===== config.mk =====
export PLATFORM = sky130hd
export DESIGN_NAME = bgen_top
export DESIGN_NICKNAME = d
export VERILOG_FILES = /design/src/bgen_pkg.sv /design/src/bgen_divider.sv /design/src/bgen_top.sv
export SDC_FILE = /design/constraint.sdc
export NUM_CORES = 1
export LEC_CHECK = 0
export BUFFER_PORTS_ARGS = -buffer_cell sky130_fd_sc_hd__buf_2
export CAP_MARGIN = 20
export CELL_PAD_IN_SITES_DETAIL_PLACEMENT = 0
export CELL_PAD_IN_SITES_GLOBAL_PLACEMENT = 1
export CORE_MARGIN = 1.5
export CORE_UTILIZATION = 45
export CTS_CLUSTER_DIAMETER = 30
export DETAILED_ROUTE_END_ITERATION = 10
export HOLD_SLACK_MARGIN = 0.15
export PLACE_DENSITY_LB_ADDON = 0.1
export SYNTH_ARGS = -nofsm -noshare
export SYNTH_HDL_FRONTEND = slang
export SYNTH_HIERARCHICAL = 1
export SYNTH_SLANG_ARGS = --single-unit

===== constraint.sdc =====
create_clock -name i_clk -period 3.7 [get_ports i_clk]
set_clock_uncertainty 0.2 [all_clocks]
set_input_delay 0.37 -clock i_clk [delete_from_list [all_inputs] [get_ports i_clk]]
set_output_delay 0.37 -clock i_clk [all_outputs]
set_load 0.01 [all_outputs]

===== src/bgen_pkg.sv =====
// package: register map, field layout and carriers of the baud rate generator
package bgen_pkg;

  // ==========================================================================
  // register offsets (byte addresses on the apb bus)
  localparam logic [7:0] OFS_RELOAD = 8'h00;
  localparam logic [7:0] OFS_TX_SRC = 8'h04;
  localparam logic [7:0] OFS_RX_SRC = 8'h08;
  localparam logic [7:0] OFS_MODE1  = 8'h0C;
  localparam logic [7:0] OFS_STAT   = 8'h10;

  // ==========================================================================
  // reset values
  localparam logic [7:0] RST_RELOAD = 8'h00;
  localparam logic [7:0] RST_CSRC   = 8'h00;
  localparam logic [7:0] RST_MODE1  = 8'h00;

  // ==========================================================================
  // field positions
  localparam int EXP_LSB   = 0;
  localparam int SEL_LSB   = 4;
  localparam int ASYNC_BIT = 0;
  localparam int RATIO_LSB = 6;

  // ==========================================================================
  // timer and divider
  localparam int         MAX_EXP        = 9;
  localparam logic [3:0] EXP_LIMIT      = 4'h9;
  localparam logic [8:0] RELOAD_ZERO_PERIOD = 9'h100;
  localparam logic [8:0] TIMER_ONE          = 9'h001;
  localparam logic [7:0] RELOAD_FULL_RATE   = 8'h01;

  // ==========================================================================
  // clock source selections
  localparam logic [2:0] CS_EXT = 3'h0;
  localparam logic [2:0] CS_GEN = 3'h4;
  localparam logic [2:0] CS_PLL = 3'h6;

  // ==========================================================================
  // async clock ratio codes and terminal counts (ratio minus one)
  localparam logic [1:0] RATIO_16 = 2'h0;
  localparam logic [1:0] RATIO_32 = 2'h1;
  localparam logic [5:0] TERM_16  = 6'h0F;
  localparam logic [5:0] TERM_32  = 6'h1F;
  localparam logic [5:0] TERM_64  = 6'h3F;

  // ==========================================================================
  // carriers
  typedef struct packed {
    logic        psel;
    logic        penable;
    logic        pwrite;
    logic [7:0]  paddr;
    logic [31:0] pwdata;
  } bgen_apb_req_s;

  typedef struct packed {
    logic [31:0] prdata;
    logic        pready;
    logic        pslverr;
  } bgen_apb_rsp_s;

  typedef struct packed {
    logic clk;
    logic tick;
    logic bit_tick;
  } bgen_clk_s;

endpackage


===== src/bgen_divider.sv =====
// power-of-two divider stage fed by reload timer pulses
`timescale 1ns/1ps
module bgen_divider
  import bgen_pkg::*;
(
  input  wire logic       i_clk,
  input  wire logic       i_rstn,
  input  wire logic       i_pulse,
  input  wire logic [3:0] i_exp,
  output logic            o_clk,
  output logic            o_tick
);

  logic [MAX_EXP-1:0] cnt_r;
  logic [MAX_EXP-1:0] cnt_nxt;
  logic [MAX_EXP-1:0] hit;
  logic [3:0]         exp_c;
  logic               clk_nxt;
  logic               tick_nxt;

  // exponents above nine are clamped rather than wrapped
  assign exp_c   = (i_exp > EXP_LIMIT) ? EXP_LIMIT : i_exp;
  assign cnt_nxt = i_pulse ? cnt_r + 1'b1 : cnt_r;

  // ==========================================================================
  // rising-edge detect: lower bits all ones, top used bit still low
  for (genvar k = 0; k < MAX_EXP; k++) begin : g_hit
    assign hit[k] = (k + 1 < int'(exp_c)) ? cnt_r[k] :
                    (k + 1 == int'(exp_c)) ? ~cnt_r[k] : 1'b1;
  end

  always_comb begin
    if (exp_c == 4'h0) begin
      clk_nxt  = i_pulse;
      tick_nxt = i_pulse;
    end else begin
      clk_nxt  = cnt_nxt[4'(exp_c - 4'h1)];
      tick_nxt = i_pulse && (&hit);
    end
  end

  // ==========================================================================
  // toggle chain as a free counter; bit n-1 is the square output of stage n
  always_ff @(posedge i_clk or negedge i_rstn) begin
    if (!i_rstn) begin
      cnt_r <= '0;
    end else begin
      cnt_r <= cnt_nxt;
    end
  end

  always_ff @(posedge i_clk or negedge i_rstn) begin
    if (!i_rstn) begin
      o_clk  <= 1'b0;
      o_tick <= 1'b0;
    end else begin
      o_clk  <= clk_nxt;
      o_tick <= tick_nxt;
    end
  end
endmodule


===== src/bgen_top.sv =====
// baud rate generator: reload timer, tx/rx dividers, routing and apb registers
// Function
// - output spans the system clock down to system clock over 2^17
// - full system clock rate never drives tx or rx data path, only pll
// - reload constant sits in an 8-bit software register loaded into timer
// - timer counts down each clock, one-cycle pulse when count equals one
// - reload constant zero means a period of 256 clocks
// - reload constant one pulses on every clock
// - timer pulses feed separate tx and rx dividers with own exponents
// - each output equals clock over constant over two to the exponent
// - tx and rx rates set independently from the common timer
// - tx and rx clock select fields route generator to each direction
// - receive generator output serves as bit clock or as digital pll clock, transmit generator output only as bit clock
// - targets from clock/100 to clock/2^17 land within half a percent
// - async mode scales bit rate by 1/16, 1/32 or 1/64 from mode register
//
// Design decisions made here: the address map and register access over APB.
`timescale 1ns/1ps
module bgen_top
  import bgen_pkg::*;
(
  input  wire logic    i_clk,
  input  wire logic    i_rstn,
  input  bgen_apb_req_s i_apb,
  output bgen_apb_rsp_s o_apb,
  output bgen_clk_s    o_tx,
  output bgen_clk_s    o_rx,
  output logic         o_pll_tick
);

  // ==========================================================================
  // registers
  logic [7:0] reload_time_constant_r;
  logic [7:0] tx_clock_source_reg_r;
  logic [7:0] rx_clock_source_reg_r;
  logic [7:0] mode_reg_one_r;
  logic [31:0] prdata_r;
  logic        pslverr_r;

  logic       setup;
  logic       wr_en;
  logic       mapped;
  logic [31:0] rd_nxt;

  logic [8:0] timer_r;
  logic [8:0] period;
  logic       timer_pulse;

  logic [1:0][3:0] dir_exp;
  logic [1:0][2:0] dir_sel;
  logic [1:0]      div_clk;
  logic [1:0]      div_tick;
  logic [1:0]      fast;
  logic [1:0]      route;
  logic [1:0]      out_clk;
  logic [1:0]      out_tick;
  logic [1:0]      out_bit;
  logic            async_mode;
  logic [1:0]      async_clock_ratio;
  logic [5:0]      ratio_term;
  logic            pll_tick_r;

  // ==========================================================================
  // apb slave: zero wait states, read data captured in the setup cycle
  assign setup = i_apb.psel && !i_apb.penable;
  assign wr_en = i_apb.psel && i_apb.penable && i_apb.pwrite;

  always_comb begin
    mapped = 1'b1;
    rd_nxt = '0;
    if (i_apb.paddr == OFS_RELOAD) begin
      rd_nxt[7:0] = reload_time_constant_r;
    end else if (i_apb.paddr == OFS_TX_SRC) begin
      rd_nxt[7:0] = tx_clock_source_reg_r;
    end else if (i_apb.paddr == OFS_RX_SRC) begin
      rd_nxt[7:0] = rx_clock_source_reg_r;
    end else if (i_apb.paddr == OFS_MODE1) begin
      rd_nxt[7:0] = mode_reg_one_r;
    end else if (i_apb.paddr == OFS_STAT) begin
      // status is read-only; a write there answers with an error
      mapped      = !i_apb.pwrite;
      rd_nxt[8:0] = timer_r;
      rd_nxt[9]   = out_clk[0];
      rd_nxt[10]  = out_clk[1];
      rd_nxt[11]  = fast[0];
      rd_nxt[12]  = fast[1];
    end else begin
      mapped = 1'b0;
    end
  end

  always_ff @(posedge i_clk or negedge i_rstn) begin
    if (!i_rstn) begin
      prdata_r  <= '0;
      pslverr_r <= 1'b0;
    end else if (setup) begin
      prdata_r  <= i_apb.pwrite ? 32'h0000_0000 : rd_nxt;
      pslverr_r <= !mapped;
    end
  end

  assign o_apb.prdata  = prdata_r;
  assign o_apb.pready  = 1'b1;
  assign o_apb.pslverr = pslverr_r;

  // ==========================================================================
  // software registers
  always_ff @(posedge i_clk or negedge i_rstn) begin
    if (!i_rstn) begin
      reload_time_constant_r <= RST_RELOAD;
    end else if (wr_en && i_apb.paddr == OFS_RELOAD) begin
      reload_time_constant_r <= i_apb.pwdata[7:0];
    end
  end

  always_ff @(posedge i_clk or negedge i_rstn) begin
    if (!i_rstn) begin
      tx_clock_source_reg_r <= RST_CSRC;
      rx_clock_source_reg_r <= RST_CSRC;
    end else if (wr_en) begin
      if (i_apb.paddr == OFS_TX_SRC) begin
        tx_clock_source_reg_r <= i_apb.pwdata[7:0];
      end else if (i_apb.paddr == OFS_RX_SRC) begin
        rx_clock_source_reg_r <= i_apb.pwdata[7:0];
      end
    end
  end

  always_ff @(posedge i_clk or negedge i_rstn) begin
    if (!i_rstn) begin
      mode_reg_one_r <= RST_MODE1;
    end else if (wr_en && i_apb.paddr == OFS_MODE1) begin
      mode_reg_one_r <= i_apb.pwdata[7:0];
    end
  end

  // ==========================================================================
  // reload timer; a new constant takes effect at the next reload so the
  // running period is never cut short mid-count
  assign period = (reload_time_constant_r == 8'h00) ? RELOAD_ZERO_PERIOD :
                  {1'b0, reload_time_constant_r};
  assign timer_pulse = (timer_r == TIMER_ONE);

  always_ff @(posedge i_clk or negedge i_rstn) begin
    if (!i_rstn) begin
      timer_r <= RELOAD_ZERO_PERIOD;
    end else if (timer_pulse) begin
      timer_r <= period;
    end else begin
      timer_r <= timer_r - 9'h001;
    end
  end

  // ==========================================================================
  // per-direction divider, routing and async bit-rate scaling (0 = tx, 1 = rx)
  // constant up to 256 times exponent up to 9 spans down to clock/2^17;
  // accuracy over the usable range follows from the 8-bit constant
  assign dir_exp[0] = tx_clock_source_reg_r[EXP_LSB +: 4];
  assign dir_exp[1] = rx_clock_source_reg_r[EXP_LSB +: 4];
  assign dir_sel[0] = tx_clock_source_reg_r[SEL_LSB +: 3];
  assign dir_sel[1] = rx_clock_source_reg_r[SEL_LSB +: 3];

  assign async_mode        = mode_reg_one_r[ASYNC_BIT];
  assign async_clock_ratio = mode_reg_one_r[RATIO_LSB +: 2];
  assign ratio_term = (async_clock_ratio == RATIO_16) ? TERM_16 :
                      (async_clock_ratio == RATIO_32) ? TERM_32 : TERM_64;

  for (genvar d = 0; d < 2; d++) begin : g_dir
    logic       clk_q_r;
    logic       tick_q_r;
    logic       bit_q_r;
    logic [5:0] acnt_r;

    bgen_divider u_div (
      .i_clk   (i_clk),
      .i_rstn  (i_rstn),
      .i_pulse (timer_pulse),
      .i_exp   (dir_exp[d]),
      .o_clk   (div_clk[d]),
      .o_tick  (div_tick[d])
    );

    // an undivided full-rate clock would be a constant level to the data path
    assign fast[d]  = (reload_time_constant_r == RELOAD_FULL_RATE) &&
                      (dir_exp[d] == 4'h0);
    assign route[d] = (dir_sel[d] == CS_GEN) && !fast[d];

    always_ff @(posedge i_clk or negedge i_rstn) begin
      if (!i_rstn) begin
        clk_q_r  <= 1'b0;
        tick_q_r <= 1'b0;
      end else begin
        clk_q_r  <= route[d] && div_clk[d];
        tick_q_r <= route[d] && div_tick[d];
      end
    end

    always_ff @(posedge i_clk or negedge i_rstn) begin
      if (!i_rstn) begin
        acnt_r <= '0;
      end else if (!route[d] || !async_mode) begin
        acnt_r <= '0;
      end else if (div_tick[d]) begin
        acnt_r <= (acnt_r >= ratio_term) ? 6'h00 : acnt_r + 6'h01;
      end
    end

    always_ff @(posedge i_clk or negedge i_rstn) begin
      if (!i_rstn) begin
        bit_q_r <= 1'b0;
      end else begin
        bit_q_r <= route[d] && div_tick[d] &&
                   (!async_mode || acnt_r >= ratio_term);
      end
    end

    assign out_clk[d]  = clk_q_r;
    assign out_tick[d] = tick_q_r;
    assign out_bit[d]  = bit_q_r;
  end

  assign o_tx.clk      = out_clk[0];
  assign o_tx.tick     = out_tick[0];
  assign o_tx.bit_tick = out_bit[0];
  assign o_rx.clk      = out_clk[1];
  assign o_rx.tick     = out_tick[1];
  assign o_rx.bit_tick = out_bit[1];

  // ==========================================================================
  // digital pll clock from the receive generator; full rate is allowed here
  always_ff @(posedge i_clk or negedge i_rstn) begin
    if (!i_rstn) begin
      pll_tick_r <= 1'b0;
    end else begin
      pll_tick_r <= (dir_sel[1] == CS_PLL) && div_tick[1];
    end
  end

  assign o_pll_tick = pll_tick_r;
endmodule


**After elaboration in Yosys (flattened, before gate mapping)**

Cells that the tools add are included.

- Bitwise operators: 19
- Magnitude comparators: 24
- Add/sub/neg operators: 7
- Equality and inequality tests: 28
- Reductions and logical operators: 43
- Muxes and demuxes: 73

Operators by type and width:

| kind | number |
|---|---|
| 4-bit equality test, first input constant | 12 |
| 6-bit 2-to-1 mux | 8 |
| 1-bit 2-to-1 mux | 47 |
| 9-bit 2-to-1 mux | 4 |
| 3-bit by 4-bit less-than comparator with 1-bit output, first input constant | 8 |
| 8-bit 2-to-1 mux | 4 |
| 13-bit 2-to-1 mux | 2 |
| 5-bit 2-to-1 mux | 4 |
| 1-bit inverter | 19 |
| 9-bit by 1-bit adder with 9-bit output, second input constant | 2 |
| 1-bit logical AND | 18 |
| 9-bit AND reduction | 2 |
| 3-bit by 4-bit equality test with 1-bit output, first input constant | 4 |
| 8-bit by 4-bit equality test with 1-bit output, second input constant | 2 |
| 4-bit logical NOT | 4 |
| 8-bit logical NOT | 2 |
| 2-bit by 4-bit less-than comparator with 1-bit output, first input constant | 4 |
| 4-bit less-than comparator, first input constant | 4 |
| 6-bit by 1-bit adder with 6-bit output, second input constant | 2 |
| 6-bit >= comparator | 2 |
| 4-bit by 5-bit less-than comparator with 1-bit output, second input constant | 2 |
| 3-bit equality test, second input constant | 3 |
| 9-bit by 1-bit equality test with 1-bit output, second input constant | 1 |
| 9-bit by 1-bit subtractor with 9-bit output, second input constant | 1 |
| other kinds (16) | 33 |

- Bits of input ports: 45
- Flip-flop bits (word level): 115
- Logic and storage cells: 216

**Depth between registers and ports, before layout**

- Depth after elaboration: 8
- Gate-level depth with buffers: 11
- Mapped depth without buffers: 10

**Modules after synthesis**

Netlist, hierarchy kept.

By module, submodules not included:

| module | instances | area each (µm²) | cells each |
|---|---|---|---|
| bgen_top | 1 | 3891.2 | 387 |
| bgen_divider | 2 | 920.9 | 100 |

**Worst setup path after synthesis**

OpenSTA, ideal clock, no wires.

- Path kind: reg-to-reg
- Start point: register timer_r[1]
- End point: register g_dir[0].u_div.o_clk
- Period minus slack after synthesis: 2.658 ns
- Arrival: 2.329 ns
- Stages on the path, launching flop included: 12
- Required time: 3.371 ns
- Setup slack: 1.042 ns
- Cells stage by stage: dfrtp_1 -> inv_1 -> ha_1 -> nor4b_1 -> nand2_1 -> inv_1 -> buf_4 -> nand4_2 -> xnor2_1 -> mux4_2 -> a211oi_1 -> o21ai_1

- Cells in the longest elaborated chain, start to end: 5

Ends and longest elaborated chain:

| element | line | RTL |
|---|---|---|
| start, declared | bgen_top.sv:45 | `logic [8:0] timer_r;` |
| start signal, assigned | bgen_top.sv:148 | `timer_r <= period;` |
| start signal, assigned | bgen_top.sv:150 | `timer_r <= timer_r - 9'h001;` |
| 9-bit by 1-bit equality test with 1-bit output | bgen_top.sv:142 | `assign timer_pulse = (timer_r == TIMER_ONE);` |
| net timer_pulse | bgen_top.sv:47 | `logic timer_pulse;` |
| 9-bit 2-to-1 mux | bgen_divider.sv:23 | `assign cnt_nxt = i_pulse ? cnt_r + 1'b1 : cnt_r;` |
| net g_dir[0].u_div.cnt_nxt[3] | bgen_divider.sv:15 | `logic [MAX_EXP-1:0] cnt_nxt;` |
| 1-bit binary-select mux with 4-bit select | bgen_divider.sv:37 | `clk_nxt = cnt_nxt[4'(exp_c - 4'h1)];` |
| 1-bit 2-to-1 mux (implied by the code) | bgen_divider.sv:37 |  |
| 1-bit 2-to-1 mux | bgen_divider.sv:33 | `if (exp_c == 4'h0) begin` |
| net g_dir[0].u_div.clk_nxt | bgen_divider.sv:18 | `logic clk_nxt;` |
| end signal, assigned | bgen_divider.sv:57 | `o_clk <= clk_nxt;` |
| end, declared | bgen_divider.sv:10 | `output logic o_clk,` |

The timed path passes the listed nets, and every way through them passes these cells. The select of a mux whose other input is x is not followed.
A chain may end at the register's enable or synchronous reset.

**Worst setup path in the final report**

- Start point: register timer_r[1]
- End point: register g_dir[1].u_div.o_clk

- Cells in the longest elaborated chain, start to end: 5

Ends and longest elaborated chain:

| element | line |
|---|---|
| 9-bit by 1-bit equality test with 1-bit output | bgen_top.sv:142 |
| net timer_pulse | bgen_top.sv:47 |
| 9-bit 2-to-1 mux | bgen_divider.sv:23 |
| net g_dir[1].u_div.cnt_nxt[3] | bgen_divider.sv:15 |
| 1-bit binary-select mux with 4-bit select | bgen_divider.sv:37 |
| 1-bit 2-to-1 mux (implied by the code) | bgen_divider.sv:37 |
| 1-bit 2-to-1 mux | bgen_divider.sv:33 |
| net g_dir[1].u_div.clk_nxt | bgen_divider.sv:18 |
| end signal, assigned | bgen_divider.sv:57 |
| end, declared | bgen_divider.sv:10 |

The timed path passes the listed nets, and every way through them passes these cells. The select of a mux whose other input is x is not followed.

==> flow_metrics.env <==
export IMPL_outcome="finished, final reports clean"
export IMPL_clk_latency_ns=0.35
export IMPL_clock_tree_root_cell="clkbuf_16"
export IMPL_synth_ff_type="dfrtp_1"
export IMPL_post_dp_hpwl_um=9560
export IMPL_crit_type="reg2reg"
export IMPL_clock_sinks=96
export IMPL_via_per_inst=5.53
export IMPL_synth_warnings=6
export IMPL_cts_setup_buffers=0
export IMPL_yosysTopAreaCell="dfrtp_1"
export IMPL_holdPathStages=4
export IMPL_finalMaxSlewViolations=0
export IMPL_fin_ws_ns=0.594
export IMPL_internal_power_uw=1730
export IMPL_maxCapViolations=0
export IMPL_cts_path_max_buffers=2
export IMPL_post_drt_wl_per_cell_um=16.6
export IMPL_cts_tree="yes"
export IMPL_grt_pass1_vias=4016
export IMPL_dpl_cell_count=773
export IMPL_p_sw_share_pct=21.9
export IMPL_num_antenna_cells=0
export IMPL_die_x_um=116
export IMPL_switchingPower_uw=484
export IMPL_io_pins=86
export IMPL_path_common_cell="inv_1"
export IMPL_fmax_mhz=322
export IMPL_synth_avg_cell_area_um2=9.77
export IMPL_min_period_ns=3.11
export IMPL_slowest_delay_ns=0.51
export IMPL_timing_critical_path_buf_inv=2
export IMPL_critical_path_peak_fanout=14
export IMPL_grtUsageTotal_pct=20.7
export IMPL_worst_path_stages=10
export IMPL_crit_family="simple AND/OR/NAND/NOR gates"
export IMPL_dieArea_mm2=0.0134
export IMPL_setup_violations=0
export IMPL_antenna_found_initial=0
export IMPL_place_congestion=0.812
export IMPL_power_uw=2210
export IMPL_die_y_um=116
export IMPL_grt_overflow=0
export IMPL_critical_path_arrival_ns=3.13
export IMPL_ctsHoldBuffers=10
export IMPL_syn2layout_area_growth_pct=11.2
export IMPL_netlist_area_mm2=0.00573
export IMPL_final_setup_tns_ns=0
export IMPL_worstPathCellList="inv_1, ha_1, nor4b_1, nand2_1, inv_1, nand4_2, xnor2_1, mux4_2, a211oi_1, o21ai_1"
export IMPL_post_route_period_util_pct=83.9
export IMPL_crit_path_top_delay_cell="mux4_2"
export IMPL_async_flop_share_pct=100
export IMPL_slew_headroom_pct=46.7
export IMPL_ir_drop_mv=0.230
export IMPL_drc_errors=0
export IMPL_synth_seq_cells=96
export IMPL_drt_iter0_drc=261
export IMPL_cts_resized=0
export IMPL_start_util_pct=45.8
export IMPL_yosysMostFrequentCell="dfrtp_1"
export IMPL_fin_util_pct=50.9
export IMPL_port_buffers=41
export IMPL_synth_edf_count=0
export IMPL_ys_seq_area_share_pct=41.9
export IMPL_startpoint_type="register"
export IMPL_netlist_top_cells_area="dfrtp_1, mux2_2, ha_1"
export IMPL_fin_nets=689
export IMPL_worstMarginPinSlew_ns=0.794
export IMPL_synthCells=587
export IMPL_finalNonFillerCells=798
export IMPL_seq_power_share_pct=48.3
export IMPL_path_clk_slew_ns=0.06
export IMPL_seq_area_mm2=0.00240
export IMPL_antenna_left=0
export IMPL_p_clk_share_pct=45.9
export IMPL_rr_worst_depth=10
export IMPL_cp_required_ns=3.72
export IMPL_hold_viol=0
export IMPL_numCtsBuffers=9
export IMPL_synth_top_area_share_pct=41.5
export IMPL_leakage_uw=0.00293
export IMPL_grt_pass1_wl_um=21500
export IMPL_drive_gt1_share_pct=18.5
export IMPL_nFillCells=1192
export IMPL_grt_max_degree=38
export IMPL_multiInputGateArea_mm2=0.00300
export IMPL_row_count=41
export IMPL_hold_path_class="in2reg"
export IMPL_synth_distinct_cells=66
export IMPL_rsz0062_at_grt="no"
export IMPL_core_area_mm2=0.0125
export IMPL_pre_cts_slack_ns=0.610
export IMPL_yosys_top_cells_count="dfrtp_1, nand2_1, nor2_1"
export IMPL_cp_end_kind="register"
export IMPL_htreeDepth=3
export IMPL_totalWireLength_um=13200
export IMPL_p_per_area_mw_per_mm2=346
export IMPL_dr_pass1_iters=5
export IMPL_p_comb_share_pct=5.8
export IMPL_vias=4410
==> cell families (layout without fill, tap and decap cells) <==
logic type | Yosys count | count (layout) | synth area share (%)
and+or+nand+nor | 195 | 195 | 18.1
AOI/OAI and AO/OA | 135 | 135 | 16.0
DFF | 96 | 96 | 41.9
buffers and inverters | 73 | 94 | 7.01
muxes | 41 | 41 | 8.47
xor gates and xnor gates | 23 | 23 | 3.51
adders and majority gates | 22 | 22 | 4.80
other | 2 | 20 | 0.131
==> metal layers <==
layer	vias to the layer above	global-route usage, %	share of wire [%]
met5	-	0	0
met4	0	7.97	1.7
met3	14	2.98	3.8
met2	92	32.3	46
met1	2147	29.3	48
li1	2157	-	-
==> area by class of cell <==
| class | count | area share (%) |
|---|---|---|
| clock buffer | 12 | 4.02 |
| multi-input combinational | 436 | 47.0 |
| inverter | 22 | 1.37 |
| timing repair buffer | 57 | 5.53 |
| sequential | 96 | 37.7 |
| clock inverter | 3 | 1.02 |
| tap | 172 | 3.38 |
==> power groups by stage <==
stage	combinational, uW	clock, uW	sequential (uW)
2_1_floorplan	83.8	0	1080
3_3_place_gp	121	0	1090
3_5_place_dp	122	0	1090
4_1_cts	130	1040	1070
5_1_grt	146	1080	1070
6_report	129	1010	1070
==> final timing paths <==
check,startpoint,endpoint,slack [ns]
worst max register to register,timer_r[1],g_dir[1].u_div/o_clk,0.59
worst max-delay path,timer_r[1],g_dir[1].u_div/o_clk,0.59
max in group asynchronous,i_rstn,g_dir[1].u_div/cnt_r[2],2.16
min in group asynchronous,i_rstn,prdata_r[3],0.33
worst min-delay path,i_apb[41],prdata_r[12],0.20
worst min register to register,pslverr_r,pslverr_r,0.27
==> sequential cells by signal, indices dropped and copies added, names as in the netlist <==
| signal | flops |
|---|---|
| tx_clock_source_reg_r | 8 |
| g_dir.u_div/cnt_r | 18 |
| mode_reg_one_r | 8 |
| pslverr_r | 1 |
| g_dir.u_div/o_clk | 2 |
| prdata_r | 13 |
| g_dir.bit_q_r | 2 |
| reload_time_constant_r | 8 |
| timer_r | 9 |
| g_dir.u_div/o_tick | 2 |
| rx_clock_source_reg_r | 8 |
| g_dir.acnt_r | 12 |
| g_dir.clk_q_r | 2 |
| o_pll_tick | 1 |
| g_dir.tick_q_r | 2 |
==> through the flow <==
step / hold WS, ns / instance area [um^2]
6_report: 0.198 / 6380
3_5_place_dp: 0.185 / 5950
2_1_floorplan: -0.126 / 5800
3_3_place_gp: 0.183 / 5950
4_1_cts: 0.195 / 6380
5_1_grt: 0.234 / 6380
==> worst reg2reg max path, cell delays in order, from the launching register on <==
cell and delay, ns:
dfrtp_1 0.39, inv_1 0.08, ha_1 0.13, nor4b_1 0.31, nand2_1 0.12, inv_1 0.49, nand4_2 0.24, xnor2_1 0.18
mux4_2 0.51, a211oi_1 0.23, o21ai_1 0.10
==> layout by cell type, fill, tap and decap left out, drive strengths merged, types with 15 or more instances in the layout <==
cell type  Yosys  layout
inv           22      22
mux2          34      34
nor2          40      40
nand3         21      21
ha            22      22
conb           2      20
o21ai         30      30
nor3          16      16
a21oi         32      32
dfrtp         95      95
buf           37      47
nand2b        15      15
nand2         49      49
Power figures use the tool's default switching activity.
